## config.mk

```make
export PLATFORM = sky130hd
export DESIGN_NAME = cbc_bus_ctrl
export DESIGN_NICKNAME = d
export VERILOG_FILES = /design/src/include/cbc_pkg.sv /design/src/cbc_sync.sv /design/src/cbc_fifo.sv /design/src/cbc_bus_ctrl.sv
export VERILOG_INCLUDE_DIRS = /design/src /design/src/include
export SDC_FILE = /design/constraint.sdc
export NUM_CORES = 1
export LEC_CHECK = 0
export ABC_AREA = 1
export BUFFER_PORTS_ARGS = -buffer_cell sky130_fd_sc_hd__buf_2
export CAP_MARGIN = 20
export CORE_MARGIN = 2
export CORE_UTILIZATION = 53
export CTS_CLUSTER_SIZE = 14
export DETAILED_ROUTE_END_ITERATION = 6
export GPL_TIMING_DRIVEN = 0
export PLACE_DENSITY = 0.76
export SETUP_SLACK_MARGIN = 0.15
export SLEW_MARGIN = 20
export SYNTH_ARGS = -nofsm -noshare
export SYNTH_HDL_FRONTEND = slang
export SYNTH_SLANG_ARGS = --single-unit
```

## constraint.sdc

```tcl
create_clock -name i_clock -period 3.5 [get_ports i_clock]
set_input_delay 0.7 -clock i_clock [delete_from_list [all_inputs] [get_ports i_clock]]
set_output_delay 0.7 -clock i_clock [all_outputs]
set_load 0.05 [all_outputs]
```

## src/include/cbc_consts.svh

```systemverilog
// Constants for the local bus cycle and burst control block
`ifndef CBC_CONSTS_SVH
`define CBC_CONSTS_SVH
`define CBC_AW          32
`define CBC_DW          32
`define CBC_DEFW        4
`define CBC_LENW        3
`define CBC_LEN_ONE     3'h1
`define CBC_LEN_MAX     3'h4
`define CBC_FIFO_DEPTH  16
`define CBC_LVLW        5
`define CBC_FIFO_ROOM   5'hc
`endif

```

## src/include/cbc_pkg.sv

```systemverilog
// Types for the local bus cycle and burst control block
package cbc_pkg;
    typedef enum logic [1:0] {
        CBC_IDLE,
        CBC_T1,
        CBC_T2,
        CBC_HOLD
    } cbc_state_type;
endpackage : cbc_pkg

```

## src/cbc_sync.sv

```systemverilog
// Three flop synchroniser with agreement filter
`include "cbc_consts.svh"
module cbc_sync (
    input  wire logic i_clock,
    input  wire logic i_reset_n,
    input  wire logic i_async,
    output logic      o_sync
);
    typedef struct packed {
        logic f1;
        logic f2;
        logic f3;
        logic out;
    } cbc_sync_state_type;

    cbc_sync_state_type s_r;
    cbc_sync_state_type s_nxt;

    always_comb begin
        s_nxt = s_r;
        s_nxt.f1 = i_async;
        s_nxt.f2 = s_r.f1;
        s_nxt.f3 = s_r.f2;
        // Only count a change once the last two stages agree
        if (s_r.f2 == s_r.f3) begin
            s_nxt.out = s_r.f3;
        end
    end

    always_ff @(posedge i_clock) begin
        if (!i_reset_n) begin
            s_r <= '0;
        end else begin
            s_r <= s_nxt;
        end
    end

    assign o_sync = s_r.out;
endmodule : cbc_sync

```

## src/cbc_fifo.sv

```systemverilog
// Read data FIFO with valid and ready on both sides
`include "cbc_consts.svh"
module cbc_fifo #(
    parameter int WIDTH = `CBC_DW,
    parameter int DEPTH = `CBC_FIFO_DEPTH
) (
    input  wire logic                     i_clock,
    input  wire logic                     i_reset_n,
    input  wire logic                     i_in_valid,
    output logic                          o_in_ready,
    input  wire logic [WIDTH-1:0]         i_in_data,
    output logic                          o_out_valid,
    input  wire logic                     i_out_ready,
    output logic [WIDTH-1:0]              o_out_data,
    output logic [$clog2(DEPTH+1)-1:0]    o_level
);
    localparam int AW = $clog2(DEPTH);
    localparam int LW = $clog2(DEPTH+1);

    typedef struct packed {
        logic [DEPTH-1:0][WIDTH-1:0] mem;
        logic [AW-1:0]               wp;
        logic [AW-1:0]               rp;
        logic [LW-1:0]               cnt;
    } cbc_fifo_state_type;

    cbc_fifo_state_type s_r;
    cbc_fifo_state_type s_nxt;
    logic               push;
    logic               pop;

    assign o_in_ready  = (s_r.cnt != LW'(DEPTH));
    assign o_out_valid = (s_r.cnt != '0);
    assign push        = i_in_valid && o_in_ready;
    assign pop         = o_out_valid && i_out_ready;

    always_comb begin
        s_nxt = s_r;
        if (push) begin
            s_nxt.mem[s_r.wp] = i_in_data;
            s_nxt.wp = (s_r.wp == AW'(DEPTH - 1)) ? '0 : s_r.wp + AW'(1);
        end
        if (pop) begin
            s_nxt.rp = (s_r.rp == AW'(DEPTH - 1)) ? '0 : s_r.rp + AW'(1);
        end
        s_nxt.cnt = s_r.cnt + LW'(push) - LW'(pop);
    end

    always_ff @(posedge i_clock) begin
        if (!i_reset_n) begin
            s_r <= '0;
        end else begin
            s_r <= s_nxt;
        end
    end

    assign o_out_data = s_r.mem[s_r.rp];
    assign o_level    = s_r.cnt;
endmodule : cbc_fifo

```

## src/cbc_bus_ctrl.sv

```systemverilog
// Local bus cycle and burst control, processor side
//
// Summary of operation
// The address strobe marks a valid cycle definition and address on the bus.
// The strobe goes low in the very clock in which the definition and address are first driven.
// The strobe is active low and stops being driven while the bus is floated for hold.
// External logic ends the cycle with the plain ready: read data valid or write data taken.
// The plain ready is ignored while idle and at the end of the first clock of a cycle.
// In burst cycles the burst ready carries the same completion meaning as the plain ready.
// The burst ready is ignored while idle and at the end of the first clock of a cycle.
// The burst ready is sampled in the second and every later clock of a cycle.
// Read data is captured in every clock in which the burst ready is sampled active.
// With both readies active together, the plain ready wins and the burst ends early.
// The burst ready is active low, and an undriven pin reads as inactive.
// The final transfer output is asserted so that the next burst ready ends the cycle.
// The final transfer output is produced for non-burst cycles as well as bursts.
// The final transfer output is active low and undriven while another master holds the bus.
// Address and cycle definition stay stable from the strobe until a ready ends the cycle.
`include "cbc_consts.svh"
module cbc_bus_ctrl (
    input  wire logic                   i_clock,
    input  wire logic                   i_reset_n,
    // Request side
    input  wire logic                   i_req_valid,
    output logic                        o_req_ready,
    input  wire logic [`CBC_AW-1:0]     i_req_addr,
    input  wire logic [`CBC_DEFW-1:0]   i_req_def,
    input  wire logic                   i_req_write,
    input  wire logic [`CBC_LENW-1:0]   i_req_len,
    input  wire logic [`CBC_DW-1:0]     i_req_wdata,
    output logic                        o_cycle_done,
    output logic                        o_cycle_aborted,
    // Read data side
    output logic                        o_rd_valid,
    input  wire logic                   i_rd_ready,
    output logic [`CBC_DW-1:0]          o_rd_data,
    // Bus pins
    output logic [`CBC_AW-1:0]          o_addr,
    output logic [`CBC_DEFW-1:0]        o_cycle_def,
    output logic                        o_addr_oe,
    output logic                        o_addr_strobe_n,
    output logic                        o_addr_strobe_oe,
    output logic                        o_final_transfer_n,
    output logic                        o_final_transfer_oe,
    output logic [`CBC_DW-1:0]          o_data,
    output logic                        o_data_oe,
    input  wire logic [`CBC_DW-1:0]     i_data,
    input  wire logic                   i_ready_n,
    input  wire logic                   i_burst_xfer_ready_n,
    input  wire logic                   i_hold_req,
    output logic                        o_hold_ack
);
    // ****************************************
    // State
    // ****************************************
    typedef struct packed {
        cbc_pkg::cbc_state_type st;
        logic [`CBC_AW-1:0]     addr;
        logic [`CBC_DEFW-1:0]   def;
        logic                   write;
        logic [`CBC_DW-1:0]     wdata;
        logic [`CBC_LENW-1:0]   remain;
        logic                   astb;
        logic                   final_xfer;
        logic                   drive;
        logic                   hold_ack;
        logic                   done;
        logic                   aborted;
    } cbc_state_struct_type;

    cbc_state_struct_type s_r;
    cbc_state_struct_type s_nxt;

    logic                   hold_sync;
    logic                   fifo_in_ready;
    logic [`CBC_LVLW-1:0]   fifo_level;
    logic                   capture;
    logic                   start;
    logic                   rdy;
    logic                   burst_xfer_ready_n;

    // Zero length means one transfer; writes are always single
    function automatic logic [`CBC_LENW-1:0] clamp_len(input logic [`CBC_LENW-1:0] len,
                                                       input logic wr);
        if (wr || len == '0) begin
            return `CBC_LEN_ONE;
        end
        return (len > `CBC_LEN_MAX) ? `CBC_LEN_MAX : len;
    endfunction : clamp_len

    // ****************************************
    // Hold request synchroniser
    // ****************************************
    cbc_sync u_hold_sync (
        .i_clock   (i_clock),
        .i_reset_n (i_reset_n),
        .i_async   (i_hold_req),
        .o_sync    (hold_sync)
    );

    // ****************************************
    // Read data FIFO
    // ****************************************
    // Sixteen words hold four full bursts while the reader stalls
    cbc_fifo #(
        .WIDTH (`CBC_DW),
        .DEPTH (`CBC_FIFO_DEPTH)
    ) u_rd_fifo (
        .i_clock     (i_clock),
        .i_reset_n   (i_reset_n),
        .i_in_valid  (capture),
        .o_in_ready  (fifo_in_ready),
        .i_in_data   (i_data),
        .o_out_valid (o_rd_valid),
        .i_out_ready (i_rd_ready),
        .o_out_data  (o_rd_data),
        .o_level     (fifo_level)
    );

    // ****************************************
    // Cycle control
    // ****************************************
    // A read only starts with room for a whole burst, so a stalled reader
    // holds back new read cycles instead of dropping captured data.
    assign o_req_ready = (s_r.st == cbc_pkg::CBC_IDLE) && !hold_sync
                         && (i_req_write || (fifo_level <= `CBC_FIFO_ROOM));
    assign start = i_req_valid && o_req_ready;

    // Same-clock inputs: the far side meets setup, so no synchroniser
    // Readies only count from the second clock on; pins are active low
    assign rdy     = (s_r.st == cbc_pkg::CBC_T2) && !i_ready_n;
    assign burst_xfer_ready_n    = (s_r.st == cbc_pkg::CBC_T2) && !i_burst_xfer_ready_n;
    assign capture = (rdy || burst_xfer_ready_n) && !s_r.write;

    always_comb begin
        s_nxt = s_r;
        s_nxt.done = 1'b0;
        s_nxt.aborted = 1'b0;
        case (s_r.st)
            cbc_pkg::CBC_IDLE: begin
                // Hold only while idle, so a running cycle always finishes
                if (hold_sync) begin
                    s_nxt.st = cbc_pkg::CBC_HOLD;
                    s_nxt.drive = 1'b0;
                    s_nxt.hold_ack = 1'b1;
                end else if (start) begin
                    s_nxt.st = cbc_pkg::CBC_T1;
                    s_nxt.addr = i_req_addr;
                    s_nxt.def = i_req_def;
                    s_nxt.write = i_req_write;
                    s_nxt.wdata = i_req_wdata;
                    s_nxt.remain = clamp_len(i_req_len, i_req_write);
                    s_nxt.astb = 1'b1;
                    s_nxt.final_xfer = (clamp_len(i_req_len, i_req_write) == `CBC_LEN_ONE);
                end
            end
            cbc_pkg::CBC_T1: begin
                s_nxt.astb = 1'b0;
                s_nxt.st = cbc_pkg::CBC_T2;
            end
            cbc_pkg::CBC_T2: begin
                if (rdy) begin
                    // Plain ready wins and ends the burst at once
                    s_nxt.st = cbc_pkg::CBC_IDLE;
                    s_nxt.done = 1'b1;
                    s_nxt.aborted = (s_r.remain != `CBC_LEN_ONE);
                    s_nxt.final_xfer = 1'b0;
                end else if (burst_xfer_ready_n) begin
                    if (s_r.remain == `CBC_LEN_ONE) begin
                        s_nxt.st = cbc_pkg::CBC_IDLE;
                        s_nxt.done = 1'b1;
                        s_nxt.final_xfer = 1'b0;
                    end else begin
                        s_nxt.remain = s_r.remain - `CBC_LEN_ONE;
                        s_nxt.final_xfer = (s_r.remain - `CBC_LEN_ONE == `CBC_LEN_ONE);
                    end
                end
            end
            cbc_pkg::CBC_HOLD: begin
                if (!hold_sync) begin
                    s_nxt.st = cbc_pkg::CBC_IDLE;
                    s_nxt.drive = 1'b1;
                    s_nxt.hold_ack = 1'b0;
                end
            end
            default: begin
                s_nxt.st = cbc_pkg::CBC_IDLE;
            end
        endcase
    end

    always_ff @(posedge i_clock) begin
        if (!i_reset_n) begin
            s_r <= '0;
            s_r.drive <= 1'b1;
        end else begin
            s_r <= s_nxt;
        end
    end

    // ****************************************
    // Pin drive
    // ****************************************
    // Address held in flops for the whole cycle
    // No stepping within a burst; the far side counts the beats
    assign o_addr              = s_r.addr;
    assign o_cycle_def         = s_r.def;
    assign o_addr_oe           = s_r.drive;
    assign o_addr_strobe_n     = !s_r.astb;
    assign o_addr_strobe_oe    = s_r.drive;
    assign o_final_transfer_n  = !s_r.final_xfer;
    assign o_final_transfer_oe = s_r.drive;
    assign o_data              = s_r.wdata;
    assign o_data_oe           = s_r.drive && s_r.write && (s_r.st != cbc_pkg::CBC_IDLE);
    assign o_hold_ack          = s_r.hold_ack;
    assign o_cycle_done        = s_r.done;
    assign o_cycle_aborted     = s_r.aborted;

    // ****************************************
    // Checks
    // ****************************************
    logic busy;
    assign busy = (s_r.st == cbc_pkg::CBC_T1) || (s_r.st == cbc_pkg::CBC_T2);

    chk_strobe_one_clock: assert property (@(posedge i_clock) disable iff (!i_reset_n)
        $fell(o_addr_strobe_n) |=> o_addr_strobe_n)
        else $error("Address strobe not a single clock");

    chk_strobe_with_addr: assert property (@(posedge i_clock) disable iff (!i_reset_n)
        start |=> !o_addr_strobe_n && o_addr == $past(i_req_addr) && o_addr_oe)
        else $error("Strobe not in first address clock");

    chk_strobe_float_hold: assert property (@(posedge i_clock) disable iff (!i_reset_n)
        o_hold_ack |-> !o_addr_strobe_oe && !o_addr_oe)
        else $error("Strobe driven during hold");

    chk_ready_first_clock: assert property (@(posedge i_clock) disable iff (!i_reset_n)
        !o_addr_strobe_n && !i_ready_n |=> !o_cycle_done)
        else $error("Plain ready taken in first clock");

    chk_burst_first_clock: assert property (@(posedge i_clock) disable iff (!i_reset_n)
        (!o_addr_strobe_n || !busy) |-> !capture)
        else $error("Burst ready taken when ignored");

    chk_burst_capture: assert property (@(posedge i_clock) disable iff (!i_reset_n)
        busy && o_addr_strobe_n && !s_r.write && !i_burst_xfer_ready_n |-> capture)
        else $error("Data not captured on burst ready");

    chk_both_ready_abort: assert property (@(posedge i_clock) disable iff (!i_reset_n)
        busy && o_addr_strobe_n && !i_ready_n && !i_burst_xfer_ready_n && o_final_transfer_n
        |=> o_cycle_done && o_cycle_aborted ##1 !o_cycle_done)
        else $error("Both readies did not abort burst");

    chk_final_ends_cycle: assert property (@(posedge i_clock) disable iff (!i_reset_n)
        busy && o_addr_strobe_n && !o_final_transfer_n && !i_burst_xfer_ready_n
        |=> o_cycle_done && !o_cycle_aborted && o_final_transfer_n)
        else $error("Final transfer did not end cycle");

    chk_final_single: assert property (@(posedge i_clock) disable iff (!i_reset_n)
        start && clamp_len(i_req_len, i_req_write) == `CBC_LEN_ONE |=> !o_final_transfer_n [*2])
        else $error("Final transfer missing in single cycle");

    chk_final_float_hold: assert property (@(posedge i_clock) disable iff (!i_reset_n)
        o_hold_ack |-> !o_final_transfer_oe)
        else $error("Final transfer driven during hold");

    chk_addr_stable: assert property (@(posedge i_clock) disable iff (!i_reset_n)
        busy && $past(busy) |-> $stable(o_addr) && $stable(o_cycle_def))
        else $error("Address changed inside a cycle");

    // ****************************************
    // Handshake checks
    // ****************************************
    // All but chk_done_one_clock, chk_capture_has_room and chk_hold_when_idle watch the ready pins directly so a wrong state decode cannot mask them
    chk_ready_ends_cycle: assert property (@(posedge i_clock) disable iff (!i_reset_n)
        busy && o_addr_strobe_n && !i_ready_n |=> o_cycle_done)
        else $error("Plain ready did not end the cycle");

    chk_done_one_clock: assert property (@(posedge i_clock) disable iff (!i_reset_n)
        o_cycle_done |=> !o_cycle_done)
        else $error("Cycle done longer than one clock");

    chk_idle_ready_ignored: assert property (@(posedge i_clock) disable iff (!i_reset_n)
        !busy && !i_ready_n |=> !o_cycle_done)
        else $error("Plain ready taken while idle");

    chk_burst_ends_write: assert property (@(posedge i_clock) disable iff (!i_reset_n)
        busy && o_addr_strobe_n && s_r.write && !i_burst_xfer_ready_n |=> o_cycle_done && !o_data_oe)
        else $error("Burst ready did not accept write data");

    chk_burst_keeps_going: assert property (@(posedge i_clock) disable iff (!i_reset_n)
        busy && o_addr_strobe_n && i_ready_n && !i_burst_xfer_ready_n && o_final_transfer_n
        |=> busy && o_addr_strobe_n && !o_cycle_done)
        else $error("Burst stopped sampling before its last transfer");

    chk_high_ready_idle: assert property (@(posedge i_clock) disable iff (!i_reset_n)
        busy && i_ready_n && i_burst_xfer_ready_n |-> !capture ##1 !o_cycle_done)
        else $error("High ready levels ended a cycle");

    chk_capture_has_room: assert property (@(posedge i_clock) disable iff (!i_reset_n)
        capture |-> fifo_in_ready)
        else $error("Captured word found the buffer full");

    chk_hold_when_idle: assert property (@(posedge i_clock) disable iff (!i_reset_n)
        o_hold_ack |-> !busy && !o_data_oe)
        else $error("Hold granted inside a cycle");
endmodule : cbc_bus_ctrl

```

Word-level counts from Yosys, hierarchy flattened
Index checks and enable logic that the tools add are counted.
- bits in registers: 609
- latch bits: 0
- RAM bits: 0
- ROM bits: 0
- output and inout bits: 111
- logic and storage cells: 142
- memories: 0
- add/subtract/negate cells: 5
- multiply operators: 0
- divide/modulo/power cells: 0
- order comparisons: 5
- equal/unequal tests: 21
- shift operators: 0
- multiplexer cells: 40
- bitwise logic cells: 1
- reduce and logical (&&, ||, !) cells: 35
- operator list (kind ; number):
    $bwmux 512 ; 1
    $bmux 32 s4 ; 1
    $demux 32 s4 ; 1
    $mux 76 ; 1
    $mux 32 ; 2
    $mux 3 ; 9
    $mux 2 ; 7
    $ne 2x2->1 const B ; 6
    $reduce_and 3->1 ; 4
    $logic_and 1x1->1 ; 11
    $lt 4x5->1 const B ; 2
    $mux 1 ; 10
    $eq 3x1->1 const B ; 3
    $add 4x1->4 const B ; 2
    $eq 4x4->1 const B ; 2
    $mux 4 ; 2
    $pmux 2 s4 ; 1
    $reduce_and 4->1 ; 2
    $reduce_bool 2->1 ; 4
    $logic_not 1->1 ; 6
    $ne 3x2->1 const B ; 2
    $pmux 3 s2 ; 1
    $reduce_and 6->1 ; 1
    $add 5x1->5 ; 1
    other kinds (21) ; 25

Longest topological paths before layout
- depth after elaboration: 15
- gate-level depth with buffers: 13
- mapped depth without buffers: 13

Cells and area by module
Synthesis repeated with hierarchy kept, for this count alone.
- cells, all modules: 5147
- area, all modules: 31064.8 um2
- by module, submodules not included (module ; instances ; cells an instance ; area each (um2) ; seq. area each (um2)):
    cbc_fifo ; 1 ; 4640 ; 27172.3 ; 10510.1
    cbc_bus_ctrl ; 1 ; 494 ; 3776.1 ; 1601.5
    cbc_sync ; 1 ; 13 ; 116.4 ; 80.1

Least setup slack after synthesis
OpenSTA, ideal clock, no wires.
- path type: reg-to-reg
- start point: reg u_rd_fifo.s_r (netlist bit u_rd_fifo.o_level[2])
- end point: reg u_rd_fifo.s_r (netlist bit u_rd_fifo.o_level[4])
- library setup time: 119 ps
- arrival time: 2570 ps
- slack: 810 ps
- cell stages (with the launch flop): 14
- buffers on the path: 0
- clock period less this slack: 2690 ps
- cells stage by stage: dfxtp_1 inv_1 ha_1 nand3_1 nand2_1 inv_1 ha_1 inv_1 ha_1 fa_1 nand3_1 nand2_1 o21ai_0 a21oi_1
- elaborated cells between the ends (all ways): 6
- RTL lines (element ; line ; text):
    from (decl) ; cbc_fifo.sv:27 ; cbc_fifo_state_type s_r;
    from (signal assigned) ; cbc_fifo.sv:53 ; s_r <= s_nxt;
    $reduce_bool 5->1 ; cbc_fifo.sv:33 ; assign o_out_valid = (s_r.cnt != '0);
    via o_rd_valid ; cbc_bus_ctrl.sv:34 ; output logic o_rd_valid,
    $logic_and 1x1->1 ; cbc_fifo.sv:35 ; assign pop = o_out_valid && i_out_ready;
    via u_rd_fifo.pop ; cbc_fifo.sv:30 ; logic pop;
    $sub 5x1->5 ; cbc_fifo.sv:46 ; s_nxt.cnt = s_r.cnt + LW'(push) - LW'(pop);
The timed path passes the listed nets, and every way through them passes these cells.
A chain may end at the register's enable or synchronous reset.

Worst setup path in the final report
- start point: reg u_rd_fifo.s_r[6] in the netlist's numbering
- end point: out o_rd_data[2]
- cells in the longest elaborated chain, start to end: 2
- RTL lines (element ; line ; text):
    $bmux 32 s4 ; cbc_fifo.sv:57 ; assign o_out_data = s_r.mem[s_r.rp];
    $mux 32 (implied by the code) ; cbc_fifo.sv:57 ;
    to (decl) ; cbc_bus_ctrl.sv:36 ; output logic [`CBC_DW-1:0] o_rd_data,
Every way passes these cells. The select of a mux whose other input is x is not followed.

==> flow_summary_export.csv <==
group,metric,value,unit
status,outcome,"finished, violations left",
status,violations,"design-rule violations",
sta,hold_viol_final,0,
cts,cts_sinks,609,
power,seq_power_share,34.0,%
power,power,21.7,mW
synthesis,ys_seq_elements,609,
synthesis,synth_top_family_by_area,"compound AO/OA/AOI/OAI gates",
drt,route.vias.total,28055,
synthesis,yosys_warnings,0,
floorplanning,coreArea,50200,um2
global_route,antenna_found_initial,5,
cells_and_area,layout-drive-gt1-share,14.5,%
sta,timing.fmax,0.293,GHz
drt,wl_per_cell,21.2,um
synthesis,synth-edff-count,0,
sta,slew_headroom,25.4,%
synthesis,syn_nets,3895,
floorplanning,dieHeight,229,um
critical_path,path_class,"reg -> out",
placement,dpl.hpwl,75200,um
drt,ant_nets,0,
power,power.density,683,nW/um2
power,p_sw,8.44,mW
hold_path,hp-class,"in -> reg",
sta,finalCritPeriodShare,97.6,%
critical_path,crit_path_top_delay_cell,"clkbuf_1",
synthesis,yosys.area.top_type_share,45.2,%
sta,max_slew.worst_pin.slew,1.12,ns
floorplanning,die_area,52700,um2
floorplanning,start_util,53.7,%
cts,insertion_delay,0.64,ns
sta,drv_slew,0,
placement,port_buffers,220,
synthesis,netlist_instances,3767,
cells_and_area,fin_util,63.2,%
drt,routed_wl,101000,um
sta,setup_viol,0,
placement,placed_cells,4659,
synthesis,async_flop_share,0,%
power,intPower,13.2,mW
cells_and_area,fin_nets,4180,
synthesis,syn-cell-area,26900,um2
sta,rsz0062_at_grt,"yes",
synthesis,synth_compound_area_share,25.2,%
critical_path,cp.arrival,2.72,ns
sta,min_period,3.42,ns
power,switching_share,39.0,%
synthesis,ys.flop_type,"dfxtp_1",
power,irDropWorstVdd,474,uV
synthesis,muxShareOfSynthArea,0,%
synthesis,yosysMostFrequentCell,"a21oi_1",
critical_path,crit_required,2.80,ns
flow_run,cap_violations,0,
cts,cts_made_buffers,61,
synthesis,syn_area_per_cell,7.15,um2
synthesis,synthTopCellsByArea,"dfxtp_1 45%, a21oi_1 15%, o21ai_0 8.6%",
power,clockPowerShare,31.4,%
sta,finClkSkew,0.0245,ns
floorplanning,fp.dieW,229,um
sta,whs,0.236,ns
global_route,grt_max_degree,16,
critical_path,start_kind,"register",
cts,cts_root_buf,"clkbuf_16",
cts,h-tree-depth,2,
global_route,grt_pass1_wl,150000,um
synthesis,synth-xor-area-share,0.0975,%
synthesis,yosysSeqAreaShare,45.2,%
power,combPwrFrac,34.6,%
synthesis,synthTopCellsByCount,"819 x a21oi_1, 609 x dfxtp_1, 599 x nand2_1",
critical_path,worstSetupEndpointType,"output port",
cells_and_area,finalNonFillerCells,4778,
synthesis,synthSimpleGateAreaFrac,17.3,%
drt,viasPerCell,5.87,
power,leakage,11.6,nW
floorplanning,pin_count,222,
drt,drt_iter0_drc,3852,
cts,ctsLongestPathBuffers,3,
synthesis,yosys.area_share.adder,0.817,%
synthesis,synth_cell_type_count,31,
cts,cts_tree,"done",
cts,clk_pin_slew_worst_paths,0.06,ns
critical_path,crit_path_max_fanout,10,
drt,first_pass_iters,7,
cells_and_area,syn2layout_area_growth,17.7,%
drt,drc,8,
critical_path,cp_cell_sequence,"buf_4 -> clkbuf_1 -> o21ai_0 -> o21ai_0 -> nand2_1 -> nand3_1 -> buf_4",
floorplanning,rows,82,
global_route,grt-ovfl-total,0,
critical_path,critical_path.max_stage_delay,0.52,ns
sta,fin_setup_tns,0,ns
global_route,grt_usage,37.0,%
global_route,grt_pass1_vias,25906,
synthesis,yosysTopAreaCell,"dfxtp_1",
placement,gp_congestion,1.02,
placed cells by master (no fill, tap or decap), types with 2 or more instances in the layout:
| cell type | synthesis | routed |
|---|---|---|
| nand2_1 | 599 | 599 |
| inv_1 | 285 | 285 |
| a21oi_1 | 819 | 798 |
| nand3_1 | 413 | 379 |
| buf_4 | 84 | 114 |
| clkbuf_4 | 0 | 12 |
| diode_2 | 0 | 3 |
| clkinv_2 | 0 | 12 |
| nor2_1 | 57 | 56 |
| nor3_1 | 3 | 3 |
| bufinv_16 | 0 | 3 |
| ha_1 | 16 | 16 |
| nand2_2 | 3 | 3 |
| clkbuf_1 | 241 | 218 |
| clkbuf_16 | 0 | 63 |
| o21ai_0 | 462 | 451 |
| nand3_4 | 0 | 6 |
| clkbuf_8 | 0 | 19 |
| xor2_1 | 2 | 2 |
| buf_6 | 1 | 27 |
| nor2_2 | 2 | 2 |
| a21oi_4 | 0 | 12 |
| buf_1 | 20 | 10 |
| clkinvlp_4 | 0 | 2 |
| dfxtp_1 | 609 | 609 |
| o211ai_1 | 16 | 16 |
| nand3_2 | 0 | 28 |
| a21oi_2 | 0 | 9 |
| nand4_1 | 4 | 4 |
| buf_2 | 67 | 241 |
| o21ai_1 | 48 | 57 |
| o21ai_2 | 0 | 2 |
| clkbuf_2 | 0 | 27 |
| inv_2 | 5 | 4 |
registers in the layout, indices dropped and copies added, names as in the netlist:
signal and flops:
o_data 32, u_rd_fifo.s_r 520, o_cycle_def 4, u_rd_fifo.o_level 5, o_hold_ack 1, u_hold_sync.s_nxt 2
s_r 8, u_hold_sync.o_sync 1, o_cycle_aborted 1, o_addr 32, o_addr_oe 1, u_hold_sync.s_r 1
o_cycle_done 1
path summary, 6_finish.rpt:
path | start | to | slack, ns | cells after the start
worst max-delay path | u_rd_fifo.s_r[6]$_SDFFE_PN0P_ | o_rd_data[2] | 0.08 | 7
worst min register to register | u_hold_sync.s_nxt[2]$_SDFF_PN0_ | u_hold_sync.s_nxt[1]$_SDFF_PN0_ | 0.44 | 2
worst min-delay path | i_hold_req | u_hold_sync.s_nxt[2]$_SDFF_PN0_ | 0.24 | 3
worst max register to register | u_rd_fifo.s_r[9]$_SDFFE_PN0P_ | u_rd_fifo.s_r[522]$_SDFFE_PN0P_ | 0.72 | 7
power groups by stage:
stage / logic, mW / registers, mW / clock network, mW
after global placement: 6.70 / 7.50 / 0
after floorplan: 4.51 / 7.48 / 0
after detailed placement: 6.74 / 7.51 / 0
after global routing: 7.89 / 7.39 / 7.04
final: 7.50 / 7.36 / 6.81
after CTS: 7.10 / 7.36 / 6.78
timing repair:
item                                    in CTS  in global routing
hold buffers                                 0                  0
endpoints found under the setup margin      32                 32
gates resized for setup                    160                 92
pin swaps                                    3                  8
setup buffers                                0                  2
routing by layer:
metal,wire length [um],vias to the layer above,track usage [%]
li1,-,13136,-
met1,37500,12796,46.3
met2,44300,1753,58.0
met3,12700,366,8.39
met4,6690,4,22.7
met5,24,-,0
final cells by class:
| class | count | area, um2 |
|---|---|---|
| Inverter | 292 | 1100 |
| Fill cell | 4659 | 18500 |
| Sequential cell | 609 | 12200 |
| Buffer | 413 | 2170 |
| Tap cell | 672 | 841 |
| Clock inverter | 17 | 166 |
| Timing Repair Buffer | 222 | 1240 |
| Clock buffer | 97 | 1890 |
| Multi-Input combinational cell | 2453 | 12100 |
| Antenna cell | 3 | 7.51 |
stage by stage:
| step | cell area (um2) | setup WS [ns] |
|---|---|---|
| after detailed placement | 28900 | 0.00692 |
| after global placement | 28900 | 0.0217 |
| after CTS | 31400 | 0.118 |
| after global routing | 31700 | 0.0874 |
| after floorplan | 26900 | 0.810 |
| final | 31700 | 0.0831 |
cells by family (layout without fill, tap and decap cells):
kind of cell,after synthesis,after routing
AOI/OAI and AO/OA,1346,1346
and+or+nand+nor,1087,1087
buffers and inverters,705,1041
DFF,609,609
adders and majority gates,17,17
xor gates and xnor gates,3,3
other,0,3
critical path, delay by kind of cell, from the launching register on:
kind / cells / cell delay [ns]
AOI/OAI and AO/OA: 2 / 0.51
buffers and inverters: 3 / 0.96
DFF: 1 / 0.37
and+or+nand+nor: 2 / 0.23
No activity file was read; power rests on OpenSTA's default activity.
